$ cat config.mk
export PLATFORM = sky130hd
export DESIGN_NAME = srs_top
export DESIGN_NICKNAME = d
export VERILOG_FILES = /design/src/common/srs_pkg.sv /design/src/rtl/srs_top.sv /design/src/rtl/srs_sec_timer.sv
export SDC_FILE = /design/constraint.sdc
export NUM_CORES = 1
export LEC_CHECK = 0
export ABC_AREA = 1
export ABC_CLOCK_PERIOD_IN_PS = 1700
export BUFFER_PORTS_ARGS = -buffer_cell sky130_fd_sc_hd__buf_4
export CORE_MARGIN = 8
export CORE_UTILIZATION = 35
export CTS_BUF_LIST = sky130_fd_sc_hd__clkbuf_4 sky130_fd_sc_hd__clkbuf_8
export CTS_CLUSTER_SIZE = 30
export DETAILED_ROUTE_END_ITERATION = 16
export SETUP_SLACK_MARGIN = 0.1
export SYNTH_ARGS = -nofsm -noshare
export SYNTH_HDL_FRONTEND = slang
export SYNTH_SLANG_ARGS = --single-unit
$ cat constraint.sdc
create_clock -name sys_clk_i -period 1.7 [get_ports sys_clk_i]
set_input_delay 0.255 -clock sys_clk_i [delete_from_list [all_inputs] [get_ports sys_clk_i]]
set_output_delay 0.255 -clock sys_clk_i [all_outputs]
set_load 0.02 [all_outputs]
$ cat src/common/srs_pkg.sv
// Package for the sample request sequencer: timing, settings, carriers.
// Assumes a 40 MHz system clock; the lead and duration settings are held in seconds.
package srs_pkg;
  // System clock rate and the one-second tick derived from it
  localparam int unsigned CLK_HZ = 40000000;
  localparam int unsigned TICK_S = 1;
  localparam int unsigned TICK_CYCLES = CLK_HZ * TICK_S;
  localparam logic [25:0] TICK_LAST = 26'(TICK_CYCLES - 1);
  // Lead time limits in seconds (0:00 .. 30:00), default 0:00
  localparam logic [11:0] LEAD_MAX_S = 12'h708;
  localparam logic [11:0] LEAD_RST_S = 12'h000;
  // Duration limits in seconds (0:00 .. 60:00), default 3:00
  localparam logic [11:0] DUR_MAX_S = 12'he10;
  localparam logic [11:0] DUR_RST_S = 12'h0b4;
  // Register offsets on the plain register port
  localparam logic [3:0] REG_CTRL = 4'h0;
  localparam logic [3:0] REG_LEAD = 4'h1;
  localparam logic [3:0] REG_DUR = 4'h2;
  localparam logic [3:0] REG_STAT = 4'h3;
  localparam logic [3:0] REG_VALUE = 4'h4;
  // Control field positions
  localparam int unsigned CTRL_GATE1 = 0;
  localparam int unsigned CTRL_GATE2 = 1;
  localparam int unsigned CTRL_BAD = 2;
  localparam logic [2:0] CTRL_RST = 3'h0;
  // Operating modes, read only for this block
  typedef enum logic [1:0] {
    SRS_MANUAL = 2'b00,
    SRS_AUTO = 2'b01,
    SRS_FIELDBUS = 2'b10
  } srs_mode_e;
  // Cycle states
  typedef enum logic [1:0] {
    SRS_IDLE = 2'b00,
    SRS_LEAD = 2'b01,
    SRS_MEAS = 2'b10
  } srs_state_e;
  // Register port request
  typedef struct packed {
    logic [3:0] addr;
    logic [15:0] wdata;
    logic wr;
    logic rd;
  } srs_bus_s;
  // Measurement result from the measuring core
  typedef struct packed {
    logic done;
    logic fail;
    logic [15:0] value;
  } srs_result_s;
endpackage

$ cat src/rtl/srs_top.sv
// Sample request sequencer: lead time, request signal, access gating
// and measured-value status after a failed measurement.
// Assumes the mode, gate inputs and results are synchronous to sys_clk_i.
// Contract
// Mode is read only; gates lead time
// Lead time 0 to 30 min, default 0
// Automatic measurement starts after lead time elapses
// Request active from lead start to duration end
// Duration 0 to 60 min, default 3 min
// Always accessible ignores the access input
// Selected input must be active to start
// Preparation drives input active when sample present
// Second channel has independent access selection
// Keep last value holds last good result
// Status bad zeroes value, refreshes timestamp
// Timers count seconds, restart every cycle
//
// Strobed register access and the register offsets are this design's own decisions.
`timescale 1ns/1ps
module srs_top (
  // Clock and reset
  input wire logic sys_clk_i,
  input wire logic resetn_i,
  // Register port
  input wire logic [3:0] addr_i,
  input wire logic [15:0] wdata_i,
  input wire logic wr_i,
  input wire logic rd_i,
  output logic [15:0] rdata_o,
  // Operating mode and cycle request
  input wire srs_pkg::srs_mode_e mode_i,
  input wire logic cycle_req_i,
  input wire logic [1:0] chan_req_i,
  // Process access inputs
  input wire logic process_access_gate_first_i,
  input wire logic process_access_gate_second_i,
  // Measuring core
  output logic [1:0] meas_start_o,
  input wire srs_pkg::srs_result_s result_i,
  // Outputs to the process
  output logic sample_request_out_o,
  output logic [15:0] value_o,
  output logic value_bad_o,
  output logic [31:0] stamp_o,
  output logic busy_o
);
  // Whole state of the block
  typedef struct packed {
    srs_pkg::srs_state_e fsm;
    logic [25:0] div;
    logic tick;
    logic [2:0] ctrl;
    logic [11:0] lead;
    logic [11:0] dur;
    logic [1:0] chan;
    logic [1:0] start;
    logic [15:0] value;
    logic bad;
    logic [31:0] secs;
    logic [31:0] stamp;
    logic [15:0] rdata;
  } srs_top_s;
  srs_top_s st;
  srs_top_s next_st;

  // Timer handshakes
  logic lead_busy;
  logic dur_busy;
  logic cyc_load;
  logic [1:0] gate_ok;
  logic auto_mode;

  // Lead timer restarts at each cycle
  srs_sec_timer u_lead (
    .sys_clk_i(sys_clk_i),
    .resetn_i(resetn_i),
    .load_i(cyc_load),
    .secs_i(st.lead),
    .tick_i(st.tick),
    .busy_o(lead_busy)
  );

  // Duration timer runs beside it from the same start
  srs_sec_timer u_dur (
    .sys_clk_i(sys_clk_i),
    .resetn_i(resetn_i),
    .load_i(cyc_load),
    .secs_i(st.dur),
    .tick_i(st.tick),
    .busy_o(dur_busy)
  );

  // Mode decides whether the lead time is waited for
  assign auto_mode = mode_i == srs_pkg::SRS_AUTO;
  // Cycle starts only from idle
  assign cyc_load = st.fsm == srs_pkg::SRS_IDLE && cycle_req_i;
  // Each channel gated by its own selection; cleared bit ignores input
  assign gate_ok[0] = !st.ctrl[srs_pkg::CTRL_GATE1] ||
                      process_access_gate_first_i; // see R6 see R7
  assign gate_ok[1] = !st.ctrl[srs_pkg::CTRL_GATE2] ||
                      process_access_gate_second_i;

  // Next-state logic
  always_comb begin
    next_st = st;
    next_st.start = 2'h0;
    next_st.rdata = 16'h0000;
    // One-second tick divider, free running
    next_st.tick = 1'b0;
    if (st.div == srs_pkg::TICK_LAST) begin
      next_st.div = 26'h0000000;
      next_st.tick = 1'b1;
    end else begin
      next_st.div = st.div + 26'h0000001;
    end
    if (st.tick) begin
      next_st.secs = st.secs + 32'h00000001;
    end
    // Register writes, out-of-range times clamp to the limit
    if (wr_i) begin
      case (addr_i)
        srs_pkg::REG_CTRL: next_st.ctrl = wdata_i[2:0];
        srs_pkg::REG_LEAD: begin
          // Upper bits count too, so large words never wrap to small
          next_st.lead = (|wdata_i[15:12] ||
                          wdata_i[11:0] > srs_pkg::LEAD_MAX_S) ?
                         srs_pkg::LEAD_MAX_S : wdata_i[11:0];
        end
        srs_pkg::REG_DUR: begin
          next_st.dur = (|wdata_i[15:12] ||
                         wdata_i[11:0] > srs_pkg::DUR_MAX_S) ?
                        srs_pkg::DUR_MAX_S : wdata_i[11:0];
        end
        default: ;
      endcase
    end
    // Register reads, unmapped reads return zero
    if (rd_i) begin
      case (addr_i)
        srs_pkg::REG_CTRL: next_st.rdata = {13'h0000, st.ctrl};
        srs_pkg::REG_LEAD: next_st.rdata = {4'h0, st.lead};
        srs_pkg::REG_DUR: next_st.rdata = {4'h0, st.dur};
        srs_pkg::REG_STAT: begin
          next_st.rdata = {11'h000, st.bad, dur_busy, lead_busy,
                           st.fsm};
        end
        srs_pkg::REG_VALUE: next_st.rdata = st.value;
        default: next_st.rdata = 16'h0000;
      endcase
    end
    // Cycle sequencing
    case (st.fsm)
      srs_pkg::SRS_IDLE: begin
        if (cycle_req_i) begin
          next_st.chan = chan_req_i;
          next_st.fsm = srs_pkg::SRS_LEAD;
        end
      end
      srs_pkg::SRS_LEAD: begin
        // Outside automatic the lead time does not hold the start
        if (!lead_busy || !auto_mode) begin
          // Channels whose selected access input is low are skipped for this cycle
          next_st.start = st.chan & gate_ok;
          next_st.fsm = (|(st.chan & gate_ok)) ?
                        srs_pkg::SRS_MEAS : srs_pkg::SRS_IDLE;
        end
      end
      srs_pkg::SRS_MEAS: begin
        if (result_i.done) begin
          next_st.fsm = srs_pkg::SRS_IDLE;
          if (!result_i.fail) begin
            next_st.value = result_i.value;
            next_st.bad = 1'b0;
            next_st.stamp = st.secs;
          end else if (st.ctrl[srs_pkg::CTRL_BAD]) begin
            next_st.value = 16'h0000;
            next_st.bad = 1'b1;
            next_st.stamp = st.secs;
          end
          // Otherwise the last good value and stamp stay
        end
      end
      default: next_st.fsm = srs_pkg::SRS_IDLE;
    endcase
  end

  // Register the state
  always_ff @(posedge sys_clk_i) begin
    if (!resetn_i) begin
      st <= '0;
      st.fsm <= srs_pkg::SRS_IDLE;
      st.ctrl <= srs_pkg::CTRL_RST;
      st.lead <= srs_pkg::LEAD_RST_S;
      st.dur <= srs_pkg::DUR_RST_S;
    end else begin
      st <= next_st;
    end
  end

  // Request covers lead time and signal duration
  assign sample_request_out_o = st.fsm == srs_pkg::SRS_LEAD ||
                                lead_busy || dur_busy;
  assign meas_start_o = st.start;
  assign value_o = st.value;
  assign value_bad_o = st.bad;
  assign stamp_o = st.stamp;
  assign rdata_o = st.rdata;
  assign busy_o = st.fsm != srs_pkg::SRS_IDLE;
endmodule

$ cat src/rtl/srs_sec_timer.sv
// Seconds down-counter, one instance per timed phase.
// Assumes the one-second tick is a one-cycle pulse.
`timescale 1ns/1ps
module srs_sec_timer (
  // Clock and reset
  input wire logic sys_clk_i,
  input wire logic resetn_i,
  // Control
  input wire logic load_i,
  input wire logic [11:0] secs_i,
  input wire logic tick_i,
  // Status
  output logic busy_o
);
  // Whole state of the counter
  typedef struct packed {
    logic [11:0] cnt;
  } srs_tmr_s;
  srs_tmr_s st;
  srs_tmr_s next_st;

  // Load restarts, each tick takes one second off
  always_comb begin
    next_st = st;
    if (load_i) begin
      next_st.cnt = secs_i;
    end else if (tick_i && st.cnt != 12'h000) begin
      next_st.cnt = st.cnt - 12'h001;
    end
  end

  // Register the state
  always_ff @(posedge sys_clk_i) begin
    if (!resetn_i) begin
      st <= '0;
    end else begin
      st <= next_st;
    end
  end

  // Busy while seconds remain
  assign busy_o = st.cnt != 12'h000;
endmodule

==> Yosys cells after proc, flatten, opt, wreduce, memory -nomap -nowiden <==
Cells that the tools add are included.
{ "totals": {"reg_bits": 181, "latchBits": 0, "mem_bits_rw": 0, "romBits": 0, "out_inout_bits": 69, "elab_cells": 84, "mem_count": 0} }
{ "op_classes": {"add_sub_neg": 4, "mul": 0, "div_mod_pow": 0, "magnitude_cmp": 2, "eq_ne": 12, "n_shift": 0, "mux": 17, "n_bitwise": 2, "n_reduce_logical": 32} }
{ "ops": {"columns": ["op", "count"], "rows": [
  ["16-bit one-hot mux with 5 select lines", 1],
  ["12-bit two-way mux", 6],
  ["32-bit two-way mux", 2],
  ["17-bit two-way mux", 2],
  ["32-bit by 1-bit adder with 32-bit output (second input constant)", 1],
  ["26-bit by 1-bit adder with 26-bit output (second input constant)", 1],
  ["26-bit == test (second input constant)", 1],
  ["12-bit nonzero test", 2],
  ["12-bit by 1-bit subtractor with 12-bit output (second input constant)", 2],
  ["12-bit by 11-bit greater-than comparator with 1-bit output (second input constant)", 1],
  ["12-bit greater-than comparator (second input constant)", 1],
  ["2-bit AND reduction", 5],
  ["3-bit AND reduction", 3],
  ["4-bit by 2-bit == test with 1-bit output (second input constant)", 2],
  ["2-bit two-way mux", 4],
  ["1-bit logical OR", 7],
  ["2-bit != test (second input constant)", 3],
  ["2-bit one-hot mux with 3 select lines", 1],
  ["2-bit nonzero test", 3],
  ["2-bit by 1-bit == test with 1-bit output (second input constant)", 2],
  ["4-bit by 1-bit == test with 1-bit output (second input constant)", 1],
  ["4-bit by 3-bit == test with 1-bit output (second input constant)", 1],
  ["1-bit logical NOT", 4],
  ["4-bit logical NOT", 1],
  ["other kinds (9)", 12]
]} }

==> Longest topological paths before layout <==
{ "depth": {"depth_word": 7, "mapped_depth": 11} }

==> By module <==
Synthesis repeated with hierarchy kept, for this count alone.
{ "hier_totals": {"cells_unflattened": 1307, "area_unflattened_um2": 9152.5} }
{ "modules_own_cells": {"columns": ["mod", "instances", "cells_per_inst", "area_each_um2"], "rows": [
  ["srs_top", 1, 1023, 7335.8],
  ["srs_sec_timer", 2, 142, 908.4]
]} }

==> Worst setup path before layout <==
Ideal clock, no wire load.
{ "synth_timing": {"path_kind": "flip-flop to output port", "startpoint": "reg u_dur.st[0] (netlist name)", "endpoint": "out sample_request_out_o", "arrival_time_ns": 1.416, "setup_slack_ns": 0.029, "path_stages_with_launch": 7, "n_path_buf": 0, "path_cell_list": "dfxtp_1 -> inv_1 -> ha_1 -> nand2_1 -> nor2_4 -> nand2_4 -> or3_1"} }
{ "synth_via": {"elab_chain_cells": 2} }
{ "synth_rtl": {"columns": ["item", "line_no", "text"], "rows": [
  ["start, declared", "srs_sec_timer.sv:19", "srs_tmr_s st;"],
  ["start signal, assigned", "srs_sec_timer.sv:37", "st <= next_st;"],
  ["12-bit nonzero test", "srs_sec_timer.sv:42", "assign busy_o = st.cnt != 12'h000;"],
  ["1-bit logical OR", "srs_top.sv:202", "lead_busy || dur_busy;"],
  ["end, declared", "srs_top.sv:41", "output logic sample_request_out_o,"]
]} }
No other way between the ends.

==> Worst setup path in the final report <==
Ends and elaborated chain as after synthesis.

==> results.json <==
{
  "initial_core_util_pct": 35.3,
  "synth_cells": 1291,
  "whs_path_depth": 3,
  "cts_made_buffers": 17,
  "wire_per_inst_um": 14.5,
  "root_buffer": "clkbuf_8",
  "grt_pass1_wl_um": 40100,
  "avgSynthCellArea_um2": 7.04,
  "grt_setup_unrepaired": "yes",
  "core_area_um2": 25800,
  "synth-async-reset-ratio_pct": 0,
  "cts_max_path_buffers": 2,
  "htreeDepth": 4,
  "area_growth_pct": 18.4,
  "cp-end-kind": "output pin",
  "seq_power_share_pct": 50.1,
  "whs_ns": 0.0282,
  "synthTopCellsByArea": "dfxtp_1 (40%), nand2_1 (10%), nor2_1 (8.0%)",
  "clk_pin_slew_worst_paths_ns": 0.10,
  "max_cap_violations": 0,
  "hold_viol": 0,
  "grt-ovfl-total": 0,
  "setup_ws_ns": -0.305,
  "antenna_found_initial": 0,
  "synth_xor_area_share_pct": 1.64,
  "cp_max_fo": 2,
  "fin_util_pct": 41.7,
  "combPwrFrac_pct": 16.0,
  "synth-edff-count": 0,
  "mostFrequentLayoutCell": "nand2_1",
  "reg2regPathDepth": 11,
  "pre_cts_ws_ns": 0.0510,
  "die_h_um": 177,
  "vias": 8287,
  "synth-seq-area-share_pct": 39.9,
  "drc_errors": 0,
  "fmax_mhz": 499,
  "synth_flop_cell": "dfxtp_1",
  "hold_class": "primary input to register",
  "synth_fp_nets": 1345,
  "synth_fa_ha_area_share_pct": 0.689,
  "die-area_um2": 31400,
  "placementRows": 59,
  "drtAntennaViolNets": 0,
  "grt_max_degree": 59,
  "fin_crit_ns": 2.00,
  "p_leak_nw": 4.41,
  "switching_power_w": 0.00257,
  "synthMuxAreaShare_pct": 0,
  "dp_hpwl_um": 18700,
  "status": "finished, violations left",
  "fp.dieW_um": 177,
  "ys_ff_latch": 181,
  "switching_share_pct": 28.9,
  "routed_via_density": 4.82,
  "peakVddDrop_mv": 0.449,
  "max_slew.worst_pin.slew_ns": 0.384,
  "port_buffers": 117,
  "synth_top_area_cell": "dfxtp_1",
  "grt_pass1_vias": 7889,
  "power.share.clock_pct": 33.8,
  "ys_warn_count": 0,
  "totalWireLength_um": 25000,
  "violations": "negative setup slack",
  "ios": 118,
  "antennaDiodeCount": 0,
  "power_density_nw_per_um2": 826,
  "dp_cells": 1672,
  "yosysTopAreaCellShare_pct": 39.9,
  "mappedNetlistArea_um2": 9080,
  "yosys.area_share.simple_pct": 30.8,
  "synth_compound_area_share_pct": 13.3,
  "final_cell_mix": "nand2_1 (237), nor2_1 (183), dfxtp_1 (158), buf_4 (157), inv_1 (123)",
  "cts.sinks": 181,
  "nets": 1428,
  "maxSlewViolCount": 0,
  "tritoncts": "built",
  "p_int_w": 0.00631,
  "firstDrtPassIters": 5,
  "grtUsageTotal_pct": 15.7,
  "required_ns": 1.44,
  "drt_iter0_markers": 572,
  "arrival_ns": 1.75,
  "period_share_pct": 118,
  "drive_gt1_share_pct": 22.4,
  "fin_skew_ns": 0.0174,
  "synth_top_family_by_area": "simple AND/OR/NAND/NOR gates",
  "instances_no_fill": 1721,
  "ys_types": 43,
  "crit_type": "register to output pin",
  "critPathLaunchType": "register",
  "clk-insertion-delay-late_ns": 0.46,
  "finalSetupViolCount": 1,
  "place_congestion": 0.907,
  "relSlewSlack_pct": 74.4
}
-- layer usage --
metal	up-vias	routed length (um)	track usage, %
li1	4264	-	-
met1	3825	11500	20.4
met2	175	11900	26.1
met3	23	1220	3.35
met4	0	324	4.17
met5	-	0	0
-- cell usage after synthesis, types with 6 or more instances --
master,count
clkbuf_1,15
buf_2,14
buf_6,6
o21ai_0,91
nor2_2,12
inv_1,129
nand2_2,14
dfxtp_1,181
nor2_4,7
nand4_1,15
nor3_1,32
a21oi_1,88
buf_4,70
xor2_1,13
a22oi_1,16
nor2_1,193
nand3_1,85
nand2_1,243
inv_2,6
-- through the flow --
stage | TNS, ns | total power (W) | area, um2
2_1_floorplan | 0 | 0.00540 | 9090
3_3_place_gp | 0 | 0.00582 | 10000
3_5_place_dp | 0 | 0.00583 | 10000
4_1_cts | -0.326 | 0.00892 | 10500
5_1_grt | -0.368 | 0.00932 | 10800
6_report | -0.305 | 0.00888 | 10800
-- power groups by stage --
stage          logic (W)  registers (W)  clock network, W
3_3_place_gp     0.00129        0.00453                 0
5_1_grt          0.00159        0.00447           0.00326
2_1_floorplan   0.000894        0.00451                 0
4_1_cts          0.00137        0.00444           0.00310
6_report         0.00142        0.00445           0.00300
3_5_place_dp     0.00129        0.00453                 0
-- layout make-up --
type / count / area (um2)
Timing Repair Buffer: 167 / 1350
Tap cell: 335 / 419
Clock buffer: 19 / 255
Sequential cell: 181 / 3650
Clock inverter: 12 / 140
Inverter: 137 / 522
Multi-Input combinational cell: 870 / 4410
Fill cell: 2659 / 15000
-- worst max-delay path: stages, from the launching register on --
cell	delay, ns
dfxtp_2	0.34
inv_2	0.08
ha_4	0.15
nand2_4	0.05
nor2_4	0.12
nand2_4	0.06
or3_4	0.37
buf_6	0.14
-- state kept, by name (all words and copies together), names as in the netlist --
signal / cells
st: 90
stamp_o: 32
rdata_o: 16
value_o: 16
u_dur.st: 12
u_lead.st: 12
meas_start_o: 2
value_bad_o: 1
-- worst paths after layout --
kind         slack, ns                          to                       from
min reg2reg       0.43          st[129]$_SDFF_PP0_         st[129]$_SDFF_PP0_
max              -0.30        sample_request_out_o   u_dur.st[0]$_SDFFE_PN0P_
max reg2reg       0.18  u_lead.st[10]$_SDFFE_PN0P_  u_lead.st[0]$_SDFFE_PN0P_
min               0.03    value_o[12]$_SDFFE_PN0P_               result_i[12]
-- what timing repair did --
action | CTS | global route
resized for setup | 21 | 47
endpoints found under the hold margin | 2 | 0
setup endpoints to repair | 27 | 77
buffers inserted | 6 | 10
pin swaps | 7 | 11
hold buffers | 2 | 0
gates cloned | 1 | 1
-- cell families (layout without fill, tap and decap cells) --
family,after synthesis,after routing
flops,181,181
compound gates,221,221
fa+ha+maj,5,5
xor+xnor,17,17
simple gates,625,627
buf+inv,242,335
No activity file was read; power rests on OpenSTA's default activity.
